## config.mk

```make
export PLATFORM = sky130hd
export DESIGN_NAME = beh_exception_unit
export DESIGN_NICKNAME = d
export VERILOG_FILES = /design/src/rtl/beh_pkg.sv /design/src/rtl/beh_exception_unit.sv
export VERILOG_INCLUDE_DIRS = /design/src /design/src/rtl
export SDC_FILE = /design/constraint.sdc
export NUM_CORES = 1
export LEC_CHECK = 0
export BUFFER_PORTS_ARGS = -buffer_cell sky130_fd_sc_hd__buf_2
export CELL_PAD_IN_SITES_DETAIL_PLACEMENT = 1
export CELL_PAD_IN_SITES_GLOBAL_PLACEMENT = 1
export CORE_MARGIN = 1.5
export CORE_UTILIZATION = 43
export DETAILED_ROUTE_END_ITERATION = 12
export PLACE_DENSITY = 0.9
export SYNTH_ARGS = -nofsm -noshare
export SYNTH_HDL_FRONTEND = slang
export SYNTH_SLANG_ARGS = --single-unit
export TNS_END_PERCENT = 30
```

## constraint.sdc

```tcl
create_clock -name i_clk_sys -period 7.3 [get_ports i_clk_sys]
set_clock_uncertainty 0.1 [all_clocks]
set_input_delay 0.73 -clock i_clk_sys [delete_from_list [all_inputs] [get_ports i_clk_sys]]
set_output_delay 0.73 -clock i_clk_sys [all_outputs]
set_load 0.05 [all_outputs]
```

## src/rtl/beh_map.svh

```systemverilog
// constants for the bus exception handler
`ifndef BEH_MAP_SVH
`define BEH_MAP_SVH
`define BEH_SAS_W        4
`define BEH_SAS_IFETCH   4'h8
`define BEH_SAS_IFETCH_D 4'hC
`define BEH_SAS_PREFETCH 4'h9
`define BEH_TRANSFER_SIZE_W      2
`define BEH_TRANSFER_SIZE_DBL    2'h3
`define BEH_TRANSFER_SIZE_WORD   2'h0
`define BEH_DATA_LATCHED_STROBE_N_STATE   3'h5
`define BEH_IDLE_STATES  2'h2
`define BEH_STATE_W      3
`endif

```

## src/rtl/beh_pkg.sv

```systemverilog
// types for the bus exception handler
package beh_pkg;
  typedef enum logic [7:0] {
    BEH_IDLE    = 8'h01,
    BEH_ACCESS  = 8'h02,
    BEH_SYNCWIN = 8'h04,
    BEH_XIDLE   = 8'h08,
    BEH_FLOAT   = 8'h10,
    BEH_GRANT   = 8'h20,
    BEH_WAITRTY = 8'h40,
    BEH_DONE    = 8'h80
  } beh_state_type;
  typedef enum logic [1:0] {
    BEH_END_OK    = 2'h0,
    BEH_END_FAULT = 2'h1,
    BEH_END_RETRY = 2'h2,
    BEH_END_RELQ  = 2'h3
  } beh_end_type;
endpackage

```

## src/rtl/beh_exception_unit.sv

```systemverilog
// bus exception sequencer of the processor bus interface
`include "beh_map.svh"

// Functional notes
// (RQ1) relinquish beats retry and fault; release bus, grant, retry later
// (RQ2) after relinquish with fault, fault honoured only if present on retry
// (RQ3) relinquish with retry: float, grant, rerun after both negated
// (RQ4) retry beats fault; fault counts only if still present on rerun
// (RQ5) priority handling only while this processor masters the bus
// (RQ6) no ack: wait states, fault sampled each wait state ends access
// (RQ7) faulted access enters handler; faulted prefetch silently dropped
// (RQ8) sampled fault suppresses data-latched strobe from state five on
// (RQ9) sync ready with fault: synchronous fault, end, no latched strobe
// (RQ10) after async ack, fault sampled in next state ends access
// (RQ11) retry sampled like fault; rerun identical access after removal
// (RQ12) relinquish: end, float after second idle, grant one cycle later
// (RQ13) requester holds relinquish while on bus; rerun on removal
// (RQ14) relinquished: address, data, strobes, size, direction, status float
// (RQ15) burst-fetch accept sampled only with ack, ready or exception
// (RQ16) fault first burst word on fetch: strobe drop, address strobe held
// (RQ17) fault first burst word on prefetch: discard, finish second word; code drops it and ends the access, no second word
// (RQ18) retry first burst word: drop strobes, await removal, rerun burst
// (RQ19) retry second burst word: internal prefetch fault, no rerun
// (RQ20) relinquish first burst word: float, grant, rerun burst on removal
// (RQ21) relinquish second burst word: float, grant, next access, no rerun
// (RQ22) external exception inputs held until access visibly terminated
module beh_exception_unit (
  // clock and reset
  input  wire logic                    i_clk_sys,
  input  wire logic                    i_sys_rst,
  // access request from the core
  input  wire logic                    i_start,
  input  wire logic [31:0]             i_addr,
  input  wire logic [31:0]             i_wdata,
  input  wire logic [`BEH_SAS_W-1:0]   i_access_status_code,
  input  wire logic [`BEH_TRANSFER_SIZE_W-1:0] i_transfer_size,
  input  wire logic                    i_read_not_write,
  input  wire logic                    i_bus_master,
  // external bus inputs
  input  wire logic                    i_async_ack_n,
  input  wire logic                    i_sync_ready_n,
  input  wire logic                    i_fault_n,
  input  wire logic                    i_retry_n,
  input  wire logic                    i_relinquish_request_n,
  input  wire logic                    i_burst_fetch_accept_n,
  // bus drives
  output logic [31:0]                  o_addr,
  output logic [31:0]                  o_data,
  output logic                         o_bus_oe,
  output logic                         o_address_strobe_n,
  output logic                         o_data_strobe_n,
  output logic                         o_data_latched_strobe_n,
  output logic                         o_cycle_initiate_n,
  output logic [`BEH_TRANSFER_SIZE_W-1:0]      o_transfer_size,
  output logic                         o_read_not_write,
  output logic [`BEH_SAS_W-1:0]        o_access_status_code,
  output logic                         o_relinquish_grant_n,
  // results to the core
  output logic                         o_busy,
  output logic                         o_done,
  output logic                         o_fault_trap,
  output logic                         o_prefetch_drop
);

  beh_pkg::beh_state_type   st_q;
  logic [`BEH_STATE_W-1:0]  clk_state_q;
  logic [1:0]               xcnt_q;
  logic                     word2_q;
  logic                     burst_q;
  logic                     was_retry_q;
  logic                     rerun_last_q;
  logic                     next_on_release_q;
  logic                     ack_seen_q;
  logic [31:0]              addr_q;
  logic [31:0]              wdata_q;
  logic [`BEH_SAS_W-1:0]    sas_q;
  logic [`BEH_TRANSFER_SIZE_W-1:0]  size_q;
  logic                     rnw_q;
  beh_pkg::beh_end_type     end_q;

  // decoded sample points; inputs taken as synchronous
  logic fault_s;
  logic retry_s;
  logic relq_s;
  logic ack_s;
  logic rdy_s;
  logic any_exc;
  logic is_fetch;
  assign fault_s  = !i_fault_n;
  assign retry_s  = !i_retry_n;
  assign relq_s   = !i_relinquish_request_n;
  assign ack_s    = !i_async_ack_n;
  assign rdy_s    = !i_sync_ready_n;
  // (RQ5) priority only as master
  assign any_exc  = i_bus_master && (fault_s || retry_s || relq_s);
  assign is_fetch = (sas_q == `BEH_SAS_IFETCH) ||
                    (sas_q == `BEH_SAS_IFETCH_D);

  // main sequencer
  always_ff @(posedge i_clk_sys or posedge i_sys_rst) begin
    if (i_sys_rst) begin
      st_q        <= beh_pkg::BEH_IDLE;
      clk_state_q <= 3'h0;
      xcnt_q      <= 2'h0;
      word2_q     <= 1'b0;
      burst_q     <= 1'b0;
      was_retry_q <= 1'b0;
      next_on_release_q <= 1'b0;
      ack_seen_q  <= 1'b0;
      end_q       <= beh_pkg::BEH_END_OK;
    end else begin
      unique case (st_q)
        beh_pkg::BEH_IDLE: begin
          clk_state_q <= 3'h1;
          word2_q     <= 1'b0;
          ack_seen_q  <= 1'b0;
          if (i_start) begin
            st_q    <= beh_pkg::BEH_ACCESS;
            burst_q <= (i_transfer_size == `BEH_TRANSFER_SIZE_DBL);
            was_retry_q <= 1'b0;
          end
        end
        beh_pkg::BEH_ACCESS: begin
          if (clk_state_q != 3'h7) clk_state_q <= clk_state_q + 3'h1;
          // (RQ1) relinquish served first, then retry, then fault
          if (any_exc && relq_s) begin
            end_q  <= beh_pkg::BEH_END_RELQ;
            st_q   <= beh_pkg::BEH_XIDLE;
            xcnt_q <= 2'h0;
            // (RQ21) second burst word: no rerun after release
            next_on_release_q <= word2_q;
          end else if (any_exc && retry_s) begin
            // (RQ4) retry beats fault
            end_q  <= beh_pkg::BEH_END_RETRY;
            st_q   <= beh_pkg::BEH_XIDLE;
            xcnt_q <= 2'h0;
          end else if (any_exc && fault_s) begin
            // (RQ6) fault in a wait state ends access; (RQ9) with ready
            end_q  <= beh_pkg::BEH_END_FAULT;
            st_q   <= beh_pkg::BEH_XIDLE;
            xcnt_q <= 2'h0;
          end else if (rdy_s || ack_seen_q) begin
            // (RQ15) burst accept only with ack or ready
            if (burst_q && !word2_q && !i_burst_fetch_accept_n) begin
              word2_q <= 1'b1;
              ack_seen_q <= 1'b0;
            end else begin
              end_q <= beh_pkg::BEH_END_OK;
              st_q  <= beh_pkg::BEH_DONE;
            end
          end else if (ack_s) begin
            // (RQ10) async ack: fault checked in following state
            ack_seen_q <= 1'b1;
          end
        end
        beh_pkg::BEH_XIDLE: begin
          // (RQ12) float only after the second idle state
          xcnt_q <= xcnt_q + 2'h1;
          if (xcnt_q == `BEH_IDLE_STATES - 2'h1) begin
            if (end_q == beh_pkg::BEH_END_RELQ)
              st_q <= beh_pkg::BEH_FLOAT;
            else if (end_q == beh_pkg::BEH_END_RETRY)
              st_q <= beh_pkg::BEH_WAITRTY;
            else
              st_q <= beh_pkg::BEH_DONE;
          end
        end
        beh_pkg::BEH_FLOAT: begin
          // (RQ12) grant one cycle after float
          st_q <= beh_pkg::BEH_GRANT;
        end
        beh_pkg::BEH_GRANT: begin
          // (RQ3) rerun only after request and retry negated
          if (!relq_s && !retry_s) begin
            if (next_on_release_q) begin
              st_q <= beh_pkg::BEH_DONE;
            end else begin
              // (RQ13) reclaim bus, rerun whole access
              st_q        <= beh_pkg::BEH_ACCESS;
              clk_state_q <= 3'h1;
              word2_q     <= 1'b0;
              ack_seen_q  <= 1'b0;
              was_retry_q <= 1'b1;
            end
          end
        end
        beh_pkg::BEH_WAITRTY: begin
          // (RQ11) keep sampling retry until removed
          if (!retry_s) begin
            if (word2_q) begin
              // (RQ19) second word: internal prefetch fault
              st_q <= beh_pkg::BEH_DONE;
            end else begin
              // (RQ18) rerun the whole burst
              st_q        <= beh_pkg::BEH_ACCESS;
              clk_state_q <= 3'h1;
              ack_seen_q  <= 1'b0;
              was_retry_q <= 1'b1;
            end
          end
        end
        beh_pkg::BEH_DONE: begin
          st_q <= beh_pkg::BEH_IDLE;
        end
        default: st_q <= beh_pkg::BEH_IDLE;
      endcase
    end
  end

  // (RQ2) fault counts only on the rerun itself, via fresh sampling
  // remembers whether the access just finished was a rerun
  always_ff @(posedge i_clk_sys or posedge i_sys_rst) begin
    if (i_sys_rst) begin
      rerun_last_q <= 1'b0;
    end else if (st_q == beh_pkg::BEH_DONE) begin
      rerun_last_q <= was_retry_q;
    end
  end

  // access attributes held for identical reruns
  always_ff @(posedge i_clk_sys or posedge i_sys_rst) begin
    if (i_sys_rst) begin
      addr_q  <= 32'h0000_0000;
      wdata_q <= 32'h0000_0000;
      sas_q   <= 4'h0;
      size_q  <= 2'h0;
      rnw_q   <= 1'b1;
    end else if (st_q == beh_pkg::BEH_IDLE && i_start) begin
      // (RQ11) same status, address, size and direction
      addr_q  <= i_addr;
      wdata_q <= i_wdata;
      sas_q   <= i_access_status_code;
      size_q  <= i_transfer_size;
      rnw_q   <= i_read_not_write;
    end
  end

  // bus pin drives
  always_ff @(posedge i_clk_sys or posedge i_sys_rst) begin
    if (i_sys_rst) begin
      o_addr                  <= 32'h0000_0000;
      o_data                  <= 32'h0000_0000;
      o_bus_oe                <= 1'b0;
      o_address_strobe_n      <= 1'b1;
      o_data_strobe_n         <= 1'b1;
      o_data_latched_strobe_n <= 1'b1;
      o_cycle_initiate_n      <= 1'b1;
      o_transfer_size         <= 2'h0;
      o_read_not_write        <= 1'b1;
      o_access_status_code    <= 4'h0;
      o_relinquish_grant_n    <= 1'b1;
    end else begin
      // (RQ14) float all bus outputs while relinquished
      o_bus_oe <= i_bus_master && st_q != beh_pkg::BEH_FLOAT &&
                  st_q != beh_pkg::BEH_GRANT;
      o_addr   <= addr_q;
      o_data   <= wdata_q;
      o_transfer_size <= word2_q ? `BEH_TRANSFER_SIZE_WORD : size_q;
      o_read_not_write <= rnw_q;
      o_access_status_code <= word2_q ? `BEH_SAS_PREFETCH : sas_q;
      o_cycle_initiate_n <= !(st_q == beh_pkg::BEH_ACCESS &&
                              clk_state_q == 3'h1 && !word2_q);
      // (RQ16) burst fetch fault holds address strobe through first idle
      o_address_strobe_n <= !(st_q == beh_pkg::BEH_ACCESS ||
        (st_q == beh_pkg::BEH_XIDLE && xcnt_q == 2'h0 &&
         (end_q != beh_pkg::BEH_END_FAULT || (burst_q && is_fetch))));
      // (RQ18) data strobe dropped on any exception end
      o_data_strobe_n <= (st_q != beh_pkg::BEH_ACCESS) || any_exc;
      // (RQ8) no latched strobe once any exception is sampled
      o_data_latched_strobe_n <= !(st_q == beh_pkg::BEH_ACCESS &&
        !any_exc && (rdy_s || ack_seen_q) &&
        clk_state_q < `BEH_DATA_LATCHED_STROBE_N_STATE + 3'h2);
      // (RQ20) grant one cycle after the bus floats
      o_relinquish_grant_n <= (st_q != beh_pkg::BEH_GRANT);
    end
  end

  // completion report to the core
  always_ff @(posedge i_clk_sys or posedge i_sys_rst) begin
    if (i_sys_rst) begin
      o_busy          <= 1'b0;
      o_done          <= 1'b0;
      o_fault_trap    <= 1'b0;
      o_prefetch_drop <= 1'b0;
    end else begin
      o_busy <= (st_q != beh_pkg::BEH_IDLE);
      o_done <= (st_q == beh_pkg::BEH_DONE);
      // (RQ7) prefetch faults are dropped; (RQ17) first word prefetch too
      o_fault_trap <= st_q == beh_pkg::BEH_DONE &&
        end_q == beh_pkg::BEH_END_FAULT &&
        sas_q != `BEH_SAS_PREFETCH && !word2_q;
      o_prefetch_drop <= st_q == beh_pkg::BEH_DONE &&
        ((end_q == beh_pkg::BEH_END_FAULT &&
          (sas_q == `BEH_SAS_PREFETCH || word2_q)) ||
         (end_q == beh_pkg::BEH_END_RETRY && word2_q));
    end
  end

endmodule

```

==> results of run 1 <==
## flip-flops by register name (all words and copies together), names as in the netlist, 2 cells and up
register,cells
o_data,32
addr_q,32
o_access_status_code,4
st_q,7
sas_q,4
xcnt_q,2
o_addr,32
size_q,2
wdata_q,32
clk_state_q,3
o_transfer_size,2
end_q,2
## per-stage QoR
| step | instance area (µm²) | std cells | utilization |
|---|---|---|---|
| 6_report | 7750 | 744 | 0.552 |
| 5_1_grt | 7750 | 744 | 0.552 |
| 4_1_cts | 7750 | 744 | 0.552 |
| 3_5_place_dp | 7210 | 712 | 0.513 |
| 3_3_place_gp | 7210 | 712 | 0.513 |
| 2_1_floorplan | 6270 | 382 | - |
## final cells by class
type | count | area (µm²) | share of cell area
clock buffers | 20 | 457 | 0.0589
flip-flops and latches | 170 | 4260 | 0.550
well taps | 180 | 225 | 0.0291
inverters | 12 | 50.0 | 0.00646
repair buffers | 163 | 821 | 0.106
clock inverters | 12 | 90.1 | 0.0116
multi-input cells | 187 | 1850 | 0.238
## layout by cell type, fill, tap and decap left out, types with 2 or more instances in the layout
cell type   count
a21oi_1         3
a22oi_1         3
a31oi_1         2
and2_1          2
and3_1          2
buf_2         161
buf_4           2
clkbuf_16      17
clkbuf_8        2
clkinv_2        4
clkinvlp_4      2
dfrtp_1       162
dfstp_2         8
ha_1            5
inv_1          11
inv_6           5
mux2_2          3
mux2_4         68
nand2_1        10
nand2b_1        3
nand3_1         8
nand3b_1        4
nand4b_1        2
nor2_1         11
nor2b_1         7
nor3_1          3
nor3b_1         2
nor3b_2         2
nor4_1          3
o211ai_1        2
o21ai_0        16
or2_2           2
## path summary, 6_finish.rpt
check | depth (start not counted) | slack [ns] | to | start
setup / recovery | 4 | 4.59 | addr_q[25]$_DFFE_PP0P_ | st_q[5]$_DFFE_PP0P_
max in group asynchronous | 3 | 5.27 | addr_q[22]$_DFFE_PP0P_ | i_sys_rst
hold reg to reg | 0 | 0.27 | o_read_not_write$_DFF_PP1_ | rnw_q$_DFFE_PP1P_
min in group asynchronous | 2 | 0.33 | o_data[15]$_DFF_PP0_ | i_sys_rst
hold / removal | 0 | 0.27 | o_read_not_write$_DFF_PP1_ | rnw_q$_DFFE_PP1P_
setup reg to reg | 4 | 4.59 | addr_q[25]$_DFFE_PP0P_ | st_q[5]$_DFFE_PP0P_
## per-layer routing
layer	part of all wire	wire, µm	vias to the layer above	GRT usage
met3	0.063	930	26	0.0572
met5	0	0	-	0
met1	0.40	5840	1903	0.235
met4	0.020	299	0	0.0761
met2	0.52	7590	145	0.344
li1	-	-	1658	-
## cells by family after synthesis
group                    count (synthesis)  synth area share
flip-flops                             170             0.680
AND/OR/NAND/NOR                         72            0.0752
buffers and inverters                   25            0.0263
XOR/XNOR                                 2           0.00279
multiplexers                            72             0.170
adder cells (fa/ha/maj)                  5           0.00997
AO/OA/AOI/OAI                           36            0.0365
## worst max-delay path, stage by stage, from the launching register on
cell and delay (ns):
dfrtp_1 0.52, nor4b_4 0.45, nand3_4 0.50, buf_4 0.57
mux2_4 0.41
## report_power, final
group / leakage (nW) / total (mW) / internal [mW] / switching [mW]
sequential: 2.02 / 1.64 / 1.40 / 0.240
clock: 0.269 / 0.831 / 0.458 / 0.373
combinational: 1.61 / 1.80 / 0.617 / 1.18
==> metrics.yaml, run 1 <==
synth.top_cells.by_count: "162 x dfrtp_1, 68 x mux2_4, 16 x o21ai_0, 12 x inv_1, 11 x nor2_1"
outcome: "finished clean"
synth_edf_count: 0
routed_wirelength_um: 14700
worstSetupEndpointType: "flip-flop"
relSlewSlack: 0.316
cp-start-kind: "flip-flop"
cp.arrival_ns: 2.91
via_per_inst: 5.02
yosysTopAreaCell: "dfrtp_1"
start_util: 0.447
synth_fp_nets: 468
gp_congestion: 0.840
row_count: 43
grt_setup_unrepaired: "false"
worstSetupPathType: "reg -> reg"
synth-main-ff-cell: "dfrtp_1"
synth.most_common_cell: "dfrtp_1"
ir_drop_mv: 0.243
grt_pass1_vias: 4202
ys_seq_area_frac: 0.680
die_area_um2: 15300
post-route-period-util: 0.372
clockBufferDepth: 2
ys_types: 52
worst_slack_ns: 4.59
timing.max_cap.violations: 0
yosysWarnings: 0
cts-root-buf: "clkbuf_16"
drcViolationCount: 0
grt_antenna_before_repair: 0
fp.dieH_um: 124
pre_cts_ws_ns: 4.60
crit_fanout: 46
core_um2: 14000
drt-initial-drc-count: 176
timing.fmax_mhz: 369
synthArstFlopShare: 1.00
drtAntennaViolNets: 0
holdWs_ns: 0.268
ctsHoldBuffers: 0
pwr_density_cell_nw_per_um2: 550
grt_max_degree: 90
clkLatencyLatePin_ns: 0.42
finalPower_mw: 4.26
synth_top_area_share: 0.646
ctsResizeCount: 0
io_pins: 162
grt_overflow_total: 0
nFillCells: 1435
syn_to_final_growth_pct: 23.5
nNetsFinal: 637
vias: 3732
setup_viol: 0
groute.usage.overall: 0.199
wl_per_cell_um: 19.7
drv_slew: 0
hold_viol: 0
synth_area_per_cell_um2: 16.4
dp_hpwl_um: 9990
dr.pass1.iters: 4
crit_required_ns: 7.50
syn_inst: 382
cts_buffers: 17
synth.top_cells.by_area: "dfrtp_1 65%, mux2_4 16%, dfstp_2 3.3%"
grt_pass1_wl_um: 22300
tightest_slew_ns: 1.03
syn_area_um2: 6270
cts_sinks: 170
hold_path_class: "reg -> reg"
p_leak_nw: 3.90
portBuffers: 161
timing.final.crit_period_ns: 2.71
cts_tree: "done"
ys_ff_latch: 170
clk_pin_slew_worst_paths_ns: 0.07
h-tree-depth: 4
finalSetupTns_ns: 0
drive_above_1_share: 0.504
fp.dieW_um: 124
diodes: 0
post_cts_buffers: 0
Note: power is estimated with default switching activity, not from simulation.
==> run 2, diff against run 1 <==
==> constraint.sdc (replaced) <==
create_clock -name i_clk_sys -period 2.8 [get_ports i_clk_sys]
set_clock_uncertainty 0.1 [all_clocks]
set_input_delay 0.28 -clock i_clk_sys [delete_from_list [all_inputs] [get_ports i_clk_sys]]
set_output_delay 0.28 -clock i_clk_sys [all_outputs]
set_load 0.05 [all_outputs]
==> run 2 against run 1 <==
Effect of this change: count of clock-buffer cells in the layout decreased by 2; global-route usage increased by 1.6 points; setup slack got worse by 4.0 ns; power increased to 2.7 times the previous value; utilization increased by 4.8 points; worst hold slack got worse by 0.26 ns; largest power group unchanged; highest routed layer unchanged.
==> metrics.yaml, run 2 (synthesis gave the netlist of run 1 again) <==
outcome: "finished clean"
via_per_inst: 4.94
grt_setup_unrepaired: "false"
hold_viol: 0
dr.pass1.iters: 4
diodes: 0
dp_hpwl_um: 9820
grt_antenna_before_repair: 0
clk_pin_slew_worst_paths_ns: 0.07
p_sw_mw: 4.79
drcViolationCount: 0
timing.max_cap.violations: 0
pre_cts_ws_ns: 0.551
finalSetupTns_ns: 0
ir_drop_mv: 0.632
nFillCells: 1357
syn_to_final_growth_pct: 34.3
drive_above_1_share: 0.455
cp-start-kind: "flip-flop"
drtAntennaViolNets: 0
fp.dieW_um: 124
pwr_density_cell_nw_per_um2: 1350
die_area_um2: 15300
vias: 3992
drt-initial-drc-count: 148
critPathMaxStageDelay_ns: 0.53
crit_required_ns: 3.00
cp.arrival_ns: 2.44
cts_tree: "done"
start_util: 0.447
post-route-period-util: 0.800
final-seq-area_um2: 4260
grt_max_degree: 171
p_int_mw: 6.57
setup_viol: 0
mostFrequentLayoutCell: "dfrtp_1"
timing.final.crit_period_ns: 2.24
power_frac_seq: 0.379
io_pins: 162
rrSetupSlack_ns: 0.56
cts_buffers: 17
ctsResizeCount: 0
worstSetupPathType: "reg -> reg"
finalPower_mw: 11.4
groute.usage.overall: 0.215
drv_slew: 0
core_um2: 14000
timing.fmax_mhz: 446
relSlewSlack: 0.425
row_count: 43
h-tree-depth: 4
fp.dieH_um: 124
cts_sinks: 170
worst_slack_ns: 0.559
gp_congestion: 0.874
cp_cell_sequence: "nor4b_4, nand3_4, buf_4, mux2_4"
wl_per_cell_um: 19.9
clkPwrFrac: 0.200
p_sw_frac: 0.421
grt_overflow_total: 0
clkLatencyLatePin_ns: 0.42
p_leak_nw: 4.18
rr_startpoint: "st_q[5]$_DFFE_PP0P_"
grt_pass1_wl_um: 24000
hold_path_class: "in -> async"
tightest_slew_ns: 0.862
p_comb_frac: 0.420
critPathSlowestCell: "dfrtp_1"
worstSetupEndpointType: "flip-flop"
r2r-end: "addr_q[9]$_DFFE_PP0P_"
portBuffers: 161
final_cell_mix: "162 x dfrtp_1, 161 x buf_2, 68 x mux2_4"
crit_fanout: 32
routed_wirelength_um: 16100
cts-root-buf: "clkbuf_16"
nNetsFinal: 701
grt_pass1_vias: 4399
clockBufferDepth: 2
multiInputGateArea_um2: 1850
reg2regPathDepth: 4
[run 2: worst max-delay path, delay by kind of cell, from the launching register on]
family        cells  cell delay [ns]
mux               1             0.37
buf+inv           1             0.40
simple gates      2             0.71
flops             1             0.53
[run 2: layer usage]
metal / global-route usage / routed length (µm)
met1: 0.242 / 6220
met2: 0.398 / 8870
met3: 0.0572 / 735
met4: 0.0625 / 257
met5: 0 / 0
[run 2: repair_timing]
action,in CTS,in global routing
setup buffers,0,0
hold buffers,58,5
hold endpoints to repair,58,5
[run 2: area by class of cell]
| cell class | count | area share |
|---|---|---|
| repair buffers | 227 | 0.175 |
| multi-input cells | 187 | 0.219 |
| flip-flops and latches | 170 | 0.506 |
| clock buffers | 18 | 0.0521 |
| clock inverters | 14 | 0.0160 |
| inverters | 12 | 0.00579 |
| well taps | 180 | 0.0267 |
[run 2: worst max-delay path by stage]
stage	start	to	slack, ns	cells after the start
floorplan	i_sys_rst	ack_seen_q$_DFFE_PP0P_	0.26	1
global placement	st_q[5]$_DFFE_PP0P_	wdata_q[6]$_DFFE_PP0P_	0.63	4
detailed placement	st_q[5]$_DFFE_PP0P_	addr_q[2]$_DFFE_PP0P_	0.55	4
CTS	st_q[5]$_DFFE_PP0P_	addr_q[9]$_DFFE_PP0P_	0.55	4
global route	st_q[5]$_DFFE_PP0P_	addr_q[13]$_DFFE_PP0P_	0.42	4
finish	st_q[5]$_DFFE_PP0P_	addr_q[9]$_DFFE_PP0P_	0.56	4
[run 2: power groups by stage]
stage,registers (mW),logic [mW],clock network [mW]
3_5_place_dp,4.30,4.67,0
4_1_cts,4.31,4.80,2.32
2_1_floorplan,6.05,1.79,0
5_1_grt,4.43,5.02,2.43
3_3_place_gp,4.18,4.53,0
6_report,4.31,4.77,2.28
[run 2: stage by stage]
step / hold slack (ns) / util / cell area, µm² / std cells
floorplan: 0.252 / - / 6280 / 382
global placement: 0.254 / 0.514 / 7220 / 713
detailed placement: 0.261 / 0.514 / 7220 / 713
CTS: 0.000297 / 0.597 / 8380 / 803
global route: 0.000315 / 0.600 / 8430 / 808
finish: 0.00819 / 0.600 / 8430 / 808
